[src/shared/dmc_map.vh]
// Register map, field positions, reset values and sequence counts
// for the dual-mode converter control block.
// Assumes inclusion by bare name from a design file.
`ifndef DMC_MAP_VH
`define DMC_MAP_VH

// ----------------------------------------
// Register byte offsets on the APB bus
// ----------------------------------------
`define DMC_OFF_CTRL 8'h00
`define DMC_OFF_INPUT 8'h04
`define DMC_OFF_RES_LO 8'h08
`define DMC_OFF_RES_HI 8'h0C
`define DMC_CTRL_RST 8'h00
`define DMC_INPUT_RST 8'h00
`define DMC_DATA_RST 8'h00
`define DMC_RDATA_ZERO 32'h00000000

// ----------------------------------------
// Control register fields
// ----------------------------------------
`define DMC_B_DONE 7
`define DMC_B_START 6
`define DMC_B_DAC 5
`define DMC_B_EN 4
`define DMC_B_LEFT_ALIGN_SELECT 3
`define DMC_F_CLK 2:0

// ----------------------------------------
// Input control register fields
// ----------------------------------------
`define DMC_B_CONNECT 7
`define DMC_F_TRIG 5:4
`define DMC_B_DIFFERENTIAL_SELECT 3
`define DMC_F_CHAN 2:0
`define DMC_F_PAIR 1:0

// ----------------------------------------
// Sequence counts, in converter clock cycles
// ----------------------------------------
`define DMC_CNT_IDLE 4'h0
`define DMC_CNT_ONE 4'h1
`define DMC_ADC_CYCLES 4'hD
`define DMC_DAC_CYCLES 4'hB
`define DMC_SAMPLE_CYC 4'h3
`define DMC_DAC_BUILD 4'h2
`define DMC_DAC_RELEASE 4'h7
`define DMC_SAR_MSB 10'h200
`define DMC_SAR_ZERO 10'h000
`define DMC_PAD_W 6
`define DMC_LO_PAD 6'h00

// ----------------------------------------
// Clock figures in MHz; internal source divide rounds up
// ----------------------------------------
`define DMC_CORE_MHZ 250
`define DMC_INT_MHZ 2
`define DMC_INT_DIV (((`DMC_CORE_MHZ) + (`DMC_INT_MHZ) - 1) / (`DMC_INT_MHZ))
`define DMC_CLK_INTERNAL 3'h0
`define DMC_TRIG_SW 2'h0

`endif

[src/hdl/dmc_ctrl.v]
// Control logic of a 10-bit dual-mode (ADC or DAC) successive
// approximation converter, with an APB register slave.
// Assumes an analog front end that follows the mux, sample and
// trial-code outputs and returns one comparator level.
`timescale 1ns/1ps
`include "dmc_map.vh"

module dmc_ctrl (
  // Clock and reset
  input wire CORE_CLK,
  input wire RST_N,
  // APB slave
  input wire PSEL,
  input wire PENABLE,
  input wire PWRITE,
  input wire [7:0] PADDR,
  input wire [31:0] PWDATA,
  output reg [31:0] PRDATA,
  output reg PREADY,
  output reg PSLVERR,
  // Timer overflow pulses, same clock
  input wire [2:0] TMR_OVF,
  // Analog front end
  input wire COMP_HI,
  output reg POWER_EN,
  output reg OSC_FORCE_ON,
  output reg MUX_CONNECT,
  output reg MUX_DIFFERENTIAL_SELECT,
  output reg [2:0] MUX_POS_SEL,
  output reg [2:0] MUX_NEG_SEL,
  output reg SAMPLE_TRACK,
  output reg [9:0] SAR_CODE,
  // DAC output side
  output reg DAC_PINS_INPUT_ONLY,
  output reg [9:0] DAC_CODE,
  output reg DAC_BUILD,
  output reg DAC_RELEASE,
  // Status
  output reg BUSY,
  output reg DONE_FLAG
);

  // ----------------------------------------
  // Functions
  // ----------------------------------------

  // Internal source divide; the prescaler only counts seven bits
  localparam integer int_div_full = `DMC_INT_DIV - 1;
  localparam [6:0] int_last = int_div_full[6:0];

  // One SAR decision: drop the trial bit if the input is below it
  function [9:0] sar_keep(input [9:0] trial, input [9:0] mask, input comp);
    sar_keep = comp ? trial : (trial & ~mask);
  endfunction

  // Unpack the stored byte pair into a ten-bit code
  function [9:0] unpack(input [7:0] hi, input [7:0] lo, input left_align_select);
    unpack = left_align_select ? {hi, lo[7:6]} : {hi[1:0], lo};
  endfunction

  // Converter clock tick from the shared 7-bit prescaler
  function conv_tick(input [6:0] pre, input [2:0] sel);
    reg [6:0] m;
    begin
      m = 7'h7F >> (3'h7 - sel);
      conv_tick = (sel == `DMC_CLK_INTERNAL) ? (pre == int_last) : ((pre & m) == m);
    end
  endfunction

  // ----------------------------------------
  // State
  // ----------------------------------------
  reg done_q, dac_q, en_q, left_align_select_q, connect_q, differential_select_q, mode_dac_q, comp_meta_q, comp_sync_q;
  reg [1:0] trig_q;
  reg [2:0] clk_sel_q, chan_q;
  reg [3:0] cnt_q;
  reg [6:0] pre_q;
  reg [7:0] data_hi_q, data_lo_q;
  reg [9:0] trial_q, mask_q, dac_buf_q;

  // ----------------------------------------
  // Bus decode
  // ----------------------------------------
  wire acc = PSEL & PENABLE & PREADY;
  wire hit_ctrl = (PADDR == `DMC_OFF_CTRL);
  wire hit_input = (PADDR == `DMC_OFF_INPUT);
  wire hit_lo = (PADDR == `DMC_OFF_RES_LO);
  wire hit_hi = (PADDR == `DMC_OFF_RES_HI);
  wire mapped = hit_ctrl | hit_input | hit_lo | hit_hi;
  wire wr_ctrl = acc & PWRITE & hit_ctrl;
  wire wr_input = acc & PWRITE & hit_input;
  wire wr_data = acc & PWRITE & dac_q;

  // ----------------------------------------
  // Sequencing terms
  // ----------------------------------------
  wire busy = (cnt_q != `DMC_CNT_IDLE);
  wire tick = conv_tick(pre_q, clk_sel_q);
  wire [3:0] last = mode_dac_q ? `DMC_DAC_CYCLES : `DMC_ADC_CYCLES;
  wire finish = busy & tick & (cnt_q == last);
  wire sw_start = wr_ctrl & PWDATA[`DMC_B_START] & PWDATA[`DMC_B_EN];
  wire dac_now = wr_ctrl ? PWDATA[`DMC_B_DAC] : dac_q;
  wire left_align_select_now = wr_ctrl ? PWDATA[`DMC_B_LEFT_ALIGN_SELECT] : left_align_select_q;
  wire [3:0] ovf_ext = {TMR_OVF, 1'b0};
  wire hw_start = en_q & (trig_q != `DMC_TRIG_SW) & ovf_ext[trig_q];
  wire start = (sw_start | hw_start) & ~busy;
  wire [9:0] sar_fin = sar_keep(trial_q, mask_q, comp_sync_q);
  wire [9:0] res = {~sar_fin[9], sar_fin[8:0]};
  wire [7:0] res_hi = left_align_select_q ? res[9:2] : {{`DMC_PAD_W{res[9]}}, res[9:8]};
  wire [7:0] res_lo = left_align_select_q ? {res[1:0], `DMC_LO_PAD} : res[7:0];

  // ----------------------------------------
  // Comparator synchroniser
  // ----------------------------------------
  // The level comes from analog logic outside the clock domain
  always @(posedge CORE_CLK or negedge RST_N) begin
    if (!RST_N) begin
      comp_meta_q <= 1'b0;
      comp_sync_q <= 1'b0;
    end else begin
      comp_meta_q <= COMP_HI;
      comp_sync_q <= comp_meta_q;
    end
  end

  // ----------------------------------------
  // APB answer
  // ----------------------------------------
  // One wait state keeps every bus output on a flip-flop
  always @(posedge CORE_CLK or negedge RST_N) begin
    if (!RST_N) begin
      PREADY <= 1'b0;
      PSLVERR <= 1'b0;
      PRDATA <= `DMC_RDATA_ZERO;
    end else begin
      PREADY <= PSEL & PENABLE & ~PREADY;
      PSLVERR <= PSEL & PENABLE & ~PREADY & ~mapped;
      PRDATA <= `DMC_RDATA_ZERO;
      if (PSEL & PENABLE & ~PREADY & ~PWRITE) begin
        if (hit_ctrl) begin
          PRDATA[7:0] <= {done_q, busy, dac_q, en_q, left_align_select_q, clk_sel_q};
        end else if (hit_input) begin
          PRDATA[7:0] <= {connect_q, 1'b0, trig_q, differential_select_q, chan_q};
        end else if (hit_lo & ~dac_q) begin
          PRDATA[7:0] <= data_lo_q;
        end else if (hit_hi & ~dac_q) begin
          PRDATA[7:0] <= data_hi_q;
        end
      end
    end
  end

  // ----------------------------------------
  // Control and input registers
  // ----------------------------------------
  // A completion in the same cycle as a clear keeps the flag set
  always @(posedge CORE_CLK or negedge RST_N) begin
    if (!RST_N) begin
      done_q <= 1'b0;
      dac_q <= 1'b0;
      en_q <= 1'b0;
      left_align_select_q <= 1'b0;
      clk_sel_q <= `DMC_CLK_INTERNAL;
      connect_q <= 1'b0;
      trig_q <= `DMC_TRIG_SW;
      differential_select_q <= 1'b0;
      chan_q <= 3'h0;
    end else begin
      if (wr_ctrl) begin
        dac_q <= PWDATA[`DMC_B_DAC];
        en_q <= PWDATA[`DMC_B_EN];
        left_align_select_q <= PWDATA[`DMC_B_LEFT_ALIGN_SELECT];
        clk_sel_q <= PWDATA[`DMC_F_CLK];
      end
      if (finish) begin
        done_q <= 1'b1;
      end else if (wr_ctrl & PWDATA[`DMC_B_DONE]) begin
        done_q <= 1'b0;
      end
      // Software sequences connect and channel itself
      if (wr_input) begin
        connect_q <= PWDATA[`DMC_B_CONNECT];
        trig_q <= PWDATA[`DMC_F_TRIG];
        differential_select_q <= PWDATA[`DMC_B_DIFFERENTIAL_SELECT];
        chan_q <= PWDATA[`DMC_F_CHAN];
      end
    end
  end

  // ----------------------------------------
  // Data byte pair
  // ----------------------------------------
  // ADC mode: only a completion writes it; DAC mode: only software
  always @(posedge CORE_CLK or negedge RST_N) begin
    if (!RST_N) begin
      data_hi_q <= `DMC_DATA_RST;
      data_lo_q <= `DMC_DATA_RST;
    end else begin
      if (finish & ~mode_dac_q) begin
        data_hi_q <= res_hi;
        data_lo_q <= res_lo;
      end else begin
        if (wr_data & hit_hi) begin
          data_hi_q <= PWDATA[7:0];
        end
        if (wr_data & hit_lo) begin
          data_lo_q <= PWDATA[7:0];
        end
      end
    end
  end

  // ----------------------------------------
  // Converter clock prescaler
  // ----------------------------------------
  // Restarted at each start so the first cycle is a whole one
  always @(posedge CORE_CLK or negedge RST_N) begin
    if (!RST_N) begin
      pre_q <= 7'h00;
    end else if (start) begin
      pre_q <= 7'h00;
    end else if ((clk_sel_q == `DMC_CLK_INTERNAL) & (pre_q == int_last)) begin
      pre_q <= 7'h00;
    end else begin
      pre_q <= pre_q + 7'h01;
    end
  end

  // ----------------------------------------
  // Conversion sequencer
  // ----------------------------------------
  // Cycle counter, zero when idle; a start reads the bits written with it
  always @(posedge CORE_CLK or negedge RST_N) begin
    if (!RST_N) begin
      cnt_q <= `DMC_CNT_IDLE;
      mode_dac_q <= 1'b0;
      dac_buf_q <= `DMC_SAR_ZERO;
    end else if (start) begin
      cnt_q <= `DMC_CNT_ONE;
      mode_dac_q <= dac_now;
      if (dac_now) begin
        dac_buf_q <= unpack(data_hi_q, data_lo_q, left_align_select_now);
      end
    end else if (~en_q) begin
      cnt_q <= `DMC_CNT_IDLE;
    end else if (finish) begin
      cnt_q <= `DMC_CNT_IDLE;
    end else if (busy & tick) begin
      cnt_q <= cnt_q + `DMC_CNT_ONE;
    end
  end

  // ----------------------------------------
  // SAR trial register
  // ----------------------------------------
  // Trials run in offset binary; the sign flip happens at store
  always @(posedge CORE_CLK or negedge RST_N) begin
    if (!RST_N) begin
      trial_q <= `DMC_SAR_ZERO;
      mask_q <= `DMC_SAR_ZERO;
    end else if (busy & tick & ~mode_dac_q) begin
      if (cnt_q == `DMC_SAMPLE_CYC) begin
        trial_q <= `DMC_SAR_MSB;
        mask_q <= `DMC_SAR_MSB;
      end else if (cnt_q > `DMC_SAMPLE_CYC) begin
        trial_q <= sar_fin | (mask_q >> 1);
        mask_q <= mask_q >> 1;
      end
    end
  end

  // ----------------------------------------
  // Registered outputs
  // ----------------------------------------
  // Enabled DAC mode parks the input mux whatever its settings say
  always @(posedge CORE_CLK or negedge RST_N) begin
    if (!RST_N) begin
      POWER_EN <= 1'b0;
      OSC_FORCE_ON <= 1'b0;
      MUX_CONNECT <= 1'b0;
      MUX_DIFFERENTIAL_SELECT <= 1'b0;
      MUX_POS_SEL <= 3'h0;
      MUX_NEG_SEL <= 3'h0;
      SAMPLE_TRACK <= 1'b0;
      SAR_CODE <= `DMC_SAR_ZERO;
      DAC_PINS_INPUT_ONLY <= 1'b0;
      DAC_CODE <= `DMC_SAR_ZERO;
      DAC_BUILD <= 1'b0;
      DAC_RELEASE <= 1'b0;
      BUSY <= 1'b0;
      DONE_FLAG <= 1'b0;
    end else begin
      POWER_EN <= en_q;
      OSC_FORCE_ON <= en_q & (clk_sel_q == `DMC_CLK_INTERNAL);
      MUX_CONNECT <= connect_q & ~(en_q & dac_q);
      MUX_DIFFERENTIAL_SELECT <= differential_select_q & ~(en_q & dac_q);
      // Pair n uses pins 2n and 2n+1
      if (differential_select_q) begin
        MUX_POS_SEL <= {chan_q[`DMC_F_PAIR], 1'b0};
        MUX_NEG_SEL <= {chan_q[`DMC_F_PAIR], 1'b1};
      end else begin
        MUX_POS_SEL <= chan_q;
        MUX_NEG_SEL <= 3'h0;
      end
      SAMPLE_TRACK <= ~mode_dac_q & (cnt_q == `DMC_SAMPLE_CYC);
      SAR_CODE <= trial_q;
      DAC_PINS_INPUT_ONLY <= en_q & dac_q;
      DAC_CODE <= dac_buf_q;
      DAC_BUILD <= mode_dac_q & (cnt_q >= `DMC_DAC_BUILD);
      DAC_RELEASE <= mode_dac_q & (cnt_q >= `DMC_DAC_RELEASE);
      BUSY <= busy;
      DONE_FLAG <= done_q;
    end
  end

endmodule // dmc_ctrl

[config.mk]
export PLATFORM = sky130hd
export DESIGN_NAME = dmc_ctrl
export DESIGN_NICKNAME = d
export VERILOG_FILES = /design/src/hdl/dmc_ctrl.v
export VERILOG_INCLUDE_DIRS = /design/src /design/src/shared
export SDC_FILE = /design/constraint.sdc
export NUM_CORES = 1
export LEC_CHECK = 0
export ABC_AREA = 1
export BUFFER_PORTS_ARGS = -buffer_cell sky130_fd_sc_hd__buf_2
export CAP_MARGIN = 0
export CORE_MARGIN = 10
export CORE_UTILIZATION = 50
export DETAILED_ROUTE_END_ITERATION = 12
export PLACE_DENSITY = 0.74
export SLEW_MARGIN = 25
export SYNTH_ARGS = -nofsm -noshare
export SYNTH_HDL_FRONTEND = slang
export SYNTH_SLANG_ARGS = --single-unit
[constraint.sdc]
create_clock -name CORE_CLK -period 2 [get_ports CORE_CLK]
set_input_delay 0.3 -clock CORE_CLK [delete_from_list [all_inputs] [get_ports CORE_CLK]]
set_output_delay 0.3 -clock CORE_CLK [all_outputs]
set_load 0.05 [all_outputs]
**Yosys cells after proc, flatten, opt, wreduce, memory -nomap -nowiden**

Cells that the tools add are included.

- Flip-flop bits (word level): 120
- Bits of input ports: 49
- Output and inout port bits: 70
- Logic and storage cells: 142

- Add/subtract/negate cells: 3
- Order comparisons: 4
- Equal/unequal tests: 8
- Shift operators: 1
- Multiplexer cells: 33
- Bitwise gates (word level): 47
- Reduce and logical (&&, ||, !) cells: 10

Operators by type and width:

| operator | count |
|---|---|
| 8-bit two-way mux | 10 |
| 10-bit two-way mux | 6 |
| 1-bit AND | 31 |
| 7-bit two-way mux | 3 |
| 8-bit by 4-bit equality test with 1-bit output, second input constant | 2 |
| 4-bit two-way mux | 4 |
| 10-bit AND | 1 |
| 10-bit inverter | 1 |
| 10-bit by 9-bit bitwise OR with 10-bit output | 1 |
| 2-bit nonzero test | 5 |
| 3-bit two-way mux | 3 |
| 8-bit by 3-bit equality test with 1-bit output, second input constant | 1 |
| 8-bit logical NOT | 1 |
| 1-bit inverter | 8 |
| 7-bit by 1-bit adder with 7-bit output, second input constant | 1 |
| 7-bit AND | 1 |
| 7-bit equality test | 1 |
| 7-bit equality test, second input constant | 1 |
| 7-bit by 3-bit >> shifter with 7-bit output, first input constant | 1 |
| 1-bit two-way mux | 6 |
| 4-bit by 1-bit adder with 4-bit output, second input constant | 1 |
| 4-bit by 2-bit equality test with 1-bit output, second input constant | 1 |
| 4-bit equality test | 1 |
| 4-bit by 2-bit >= comparator with 1-bit output, second input constant | 1 |
| other kinds (10) | 14 |

**Longest topological paths before layout**

- Word-level depth: 10
- Mapped depth: 14
- Mapped depth without buffers: 13

**Worst setup path after synthesis**

OpenSTA, ideal clock, no wires.

- Path type: flip-flop to flip-flop
- Start: register PREADY
- End: register dac_buf_q[1]
- Setup time: 0.116 ns
- Arrival: 1.652 ns
- Required time: 1.884 ns
- Slack: 0.232 ns
- Cell stages (with the launch flop): 11
- Buffers on the path: 1
- Period minus slack after synthesis: 1.768 ns
- Cells stage by stage: dfrtp_1 > nand2_1 > nor2_1 > nand4_1 > nand2_1 > nand2_1 > inv_2 > nand2_2 > buf_4 > nand2_1 > nand2_1

- Word-level cells in the longest chain between the ends: 8
- Elaborated cells between the ends (all ways): 11
- Those cells by class: mux (3); bitwise (7); reduce/logical (1)

RTL lines:

| what | line | RTL |
|---|---|---|
| start, declared | dmc_ctrl.v:19 | `output reg PREADY,` |
| start signal, assigned | dmc_ctrl.v:136 | `PREADY <= PSEL & PENABLE & ~PREADY;` |
| 1-bit AND * | dmc_ctrl.v:84 | `wire acc = PSEL & PENABLE & PREADY;` |
| 1-bit AND * (2 in series) | dmc_ctrl.v:90 | `wire wr_ctrl = acc & PWRITE & hit_ctrl;` |
| 1-bit AND (2 in series) | dmc_ctrl.v:101 | `` wire sw_start = wr_ctrl & PWDATA[`DMC_B_START] & PWDATA[`DMC_B_EN]; `` |
| 1-bit bitwise OR | dmc_ctrl.v:106 | `wire start = (sw_start \| hw_start) & ~busy;` |
| 1-bit AND | dmc_ctrl.v:106 |  |
| 2-bit AND reduction (no line) | -- |  |
| end signal, assigned | dmc_ctrl.v:237 | `` dac_buf_q <= `DMC_SAR_ZERO; `` |
| end signal, assigned | dmc_ctrl.v:242 | `dac_buf_q <= unpack(data_hi_q, data_lo_q, left_align_select_now);` |
| end, declared | dmc_ctrl.v:79 | `reg [9:0] trial_q, mask_q, dac_buf_q;` |

Mark *: on every way between the ends. The rest lies on a longest branch, timed or not.
A chain may end at the register's enable or synchronous reset.

**Worst setup path after layout**

- Start: register pre_q[1]
- End: register cnt_q[2]

- Word-level cells in the longest chain between the ends: 8
- Elaborated cells between the ends (all ways): 10
- Those cells by class: eq/ne (3); mux (4); bitwise (3)

RTL lines:

| what | line | RTL |
|---|---|---|
| start, declared | dmc_ctrl.v:77 | `reg [6:0] pre_q;` |
| start signal, assigned | dmc_ctrl.v:225 | `pre_q <= pre_q + 7'h01;` |
| 7-bit AND | dmc_ctrl.v:66 | `` conv_tick = (sel == `DMC_CLK_INTERNAL) ? (pre == int_last) : ((pre & m) == m); `` |
| 7-bit equality test | dmc_ctrl.v:66 |  |
| 1-bit two-way mux * | dmc_ctrl.v:66 |  |
| 1-bit AND * | dmc_ctrl.v:100, dmc_ctrl.v:248 |  |
| 1-bit AND | dmc_ctrl.v:100 | `wire finish = busy & tick & (cnt_q == last);` |
| 4-bit two-way mux | dmc_ctrl.v:246 | `end else if (finish) begin` |
| 4-bit two-way mux | dmc_ctrl.v:244 | `end else if (~en_q) begin` |
| 4-bit two-way mux | dmc_ctrl.v:238 | `end else if (start) begin` |
| end signal, assigned | dmc_ctrl.v:239 | `` cnt_q <= `DMC_CNT_ONE; `` |
| end signal, assigned | dmc_ctrl.v:245 | `` cnt_q <= `DMC_CNT_IDLE; `` |
| end signal, assigned | dmc_ctrl.v:247 | `` cnt_q <= `DMC_CNT_IDLE; `` |
| end, declared | dmc_ctrl.v:76 | `reg [3:0] cnt_q;` |

Marks and branches as above.

==> impl_metrics.py <==
metrics = {
    "status": {
        "status": "finished clean",
    },
    "cells_and_area": {
        "finalNonFillerCells": 914,
        "layout_common_cells": "nand2_1 (189), dfrtp_1 (117), inv_1 (76), buf_2 (69), o21ai_0 (51)",
        "antenna_cells": 0,
        "layout_commonest_cell": "nand2_1",
        "area_growth_pct": 21.2,
        "num-nets-final": 815,
        "drive_gt1_share_pct": 20.7,
    },
    "routing": {
        "wl_um": 13600,
        "drt-vias-per-instance": 5.12,
        "wl_per_cell_um": 14.9,
        "drc": 0,
        "vias": 4682,
        "drt_first_iter_violations": 433,
        "drtAntennaViolNets": 0,
        "first_pass_iters": 5,
    },
    "worst_setup_path": {
        "critPathMostFrequentCell": "nand2_1",
        "cp_max_fo": 11,
        "cp_cell_sequence": "inv_1 -> ha_1 -> nand2_1 -> nor2_1 -> nand3_1 -> nand2_1 -> nand3_1 -> nor2_2 -> buf_4 -> nand2_1 -> nand4_1 -> o21ai_0",
        "crit_slowest_cell": "dfrtp_1",
        "cpPeakStageDelay_ns": 0.40,
        "criticalPathCategory": "flip-flop to flip-flop",
        "critical_path_buf_inv_count": 2,
        "startpoint_type": "flip-flop",
        "worstPathArrival_ns": 2.27,
        "worstSetupEndpointType": "flip-flop",
        "crit_family": "simple AND/OR/NAND/NOR gates",
        "worst-endpoint-required_ns": 2.40,
    },
    "die": {
        "die_h_um": 126,
        "die_area_um2": 15800,
        "die_w_um": 126,
        "start_util_pct": 51.3,
        "fp-row-count": 38,
        "ioPinCount": 119,
        "core_um2": 10900,
    },
    "place": {
        "io_buffers": 70,
        "place_hpwl_um": 9780,
        "place_congestion": 0.935,
        "place_ws_ns": -0.0247,
        "dp_cells": 868,
    },
    "timing": {
        "post-route-period-util_pct": 93.6,
        "finalSetupViolations": 0,
        "hold_viol": 0,
        "holdWs_ns": 0.0578,
        "fin_skew_ns": 0.00712,
        "rsz0062_at_grt": "true",
        "slew_violations": 0,
        "setup_ws_ns": 0.129,
        "clock.fmax_mhz": 534,
        "period_minus_slack_ns": 1.87,
    },
    "synthesis": {
        "syn_inst": 661,
        "synthDistinctLibCells": 34,
        "synth_area_um2": 5590,
        "syn_avg_cell_area_um2": 8.45,
        "ys_seq_area_share_pct": 53.7,
        "yosys_register_bits": 120,
        "yosysWarnings": 0,
    },
    "worst_hold_path": {
        "hold_path.class": "input pin to flip-flop",
    },
    "clock_tree": {
        "cts_buffers": 17,
        "cts_tree": "yes",
        "cts-root-buf": "clkbuf_8",
        "clk_latency_ns": 0.53,
        "cts_buffer_depth": 2,
        "htree_levels": 4,
        "clkTransAtPathRegs_ns": 0.06,
        "cts_sinks": 120,
    },
    "grt": {
        "antenna_found_initial": 0,
        "grt_usage_pct": 17.2,
        "grt_pass1_vias": 4605,
        "overflow": 0,
        "grt_first_pass_wirelength_um": 22300,
        "grt_max_degree": 51,
    },
    "job": {
        "cap_viol_max_count": 0,
    },
    "power_and_ir_drop": {
        "powerDensity_nw_per_um2": 847,
        "vdd_drop_max_uv": 502,
        "power.leakage_nw": 3.68,
        "p_total_mw": 5.74,
    },
}
logic make-up after synthesis:
logic type | synth area share [%]
flops | 53.7
other cells | 0.0671
buf+inv | 10.5
compound gates | 9.78
xor+xnor | 0.784
simple gates | 24.0
fa+ha+maj | 1.12
worst paths after layout:
check	startpoint	endpoint	slack [ns]	cells after the start
min	PENABLE	PREADY	0.06	3
max in group asynchronous	RST_N	clk_sel_q[0]	1.02	3
max	pre_q[1]	cnt_q[2]	0.13	12
min in group asynchronous	RST_N	DAC_PINS_INPUT_ONLY	0.25	2
max reg2reg	pre_q[1]	cnt_q[2]	0.13	12
min reg2reg	comp_meta_q	comp_sync_q	0.35	0
Yosys cell counts (all sizes together):
library cell / count / share of area [%]
a21oi: 15 / 1.3
a221oi: 4 / 0.63
a31oi: 7 / 0.78
buf: 34 / 4.4
clkbuf: 6 / 0.40
conb: 1 / 0.067
dfrtp: 120 / 54
ha: 5 / 1.1
inv: 85 / 5.7
nand2: 198 / 14
nand3: 38 / 3.4
nand3b: 2 / 0.27
nand4: 13 / 1.7
nor2: 38 / 3.3
nor3: 11 / 1.1
nor3b: 1 / 0.13
nor4: 1 / 0.11
o21ai: 74 / 6.8
o31ai: 2 / 0.27
or2: 1 / 0.11
xnor2: 2 / 0.31
xor2: 3 / 0.47
where the power goes:
group	total (mW)	leakage, nW	switching (mW)	internal [mW]
registers	2.53	1.55	0.0496	2.48
logic	0.381	1.87	0.276	0.104
clock network	2.83	0.263	1.08	1.74
total	5.74	3.68	1.41	4.33
stage by stage:
stage               instance area [um2]  utilization (%)  setup TNS (ns)
global placement                   6060             55.7               0
finish                             6770             62.2               0
detailed placement                 6060             55.7         -0.0780
floorplan                          5670                -               0
CTS                                6650             61.1               0
global route                       6770             62.2          -0.116
layer usage:
layer	wire [um]	global-route usage (%)	vias to the layer above
met4	338	7.05	0
met2	6630	27.6	189
met3	1100	6.29	29
met1	5550	20.5	2181
li1	-	-	2283
met5	0	0	-
worst register-to-register path, stage by stage (launching register included):
cell,delay (ns)
dfrtp_1,0.40
inv_1,0.08
ha_1,0.14
nand2_1,0.05
nor2_1,0.08
nand3_1,0.09
nand2_1,0.09
nand3_1,0.11
nor2_2,0.18
buf_4,0.21
nand2_1,0.10
nand4_1,0.11
o21ai_0,0.10
sequential cells by signal, summed over array words and instances (netlist names), 2 cells and up:
signal,flops
cnt_q,4
trig_q,2
data_lo_q,8
PRDATA,8
DAC_CODE,10
data_hi_q,8
chan_q,3
dac_buf_q,10
trial_q,10
pre_q,7
mask_q,10
MUX_NEG_SEL,3
MUX_POS_SEL,3
clk_sel_q,3
SAR_CODE,10
timing repair:
action | 4_1_cts | 5_1_grt
pin swaps | 0 | 4
buffers inserted | 0 | 11
endpoints found under the hold margin | 29 | 0
resized for setup | 0 | 10
setup endpoints to repair | 8 | 42
hold buffers | 2 | 0
gates cloned | 1 | 0
cell type report:
cell class,instances,area (um2)
Fill cell,905,4110
Sequential cell,120,3010
Multi-Input combinational cell,440,2120
Timing Repair Buffer,97,593
Clock buffer,22,463
Inverter,85,324
Tap cell,140,175
Clock inverter,10,96.3
Note: power is estimated with default switching activity, not from simulation.
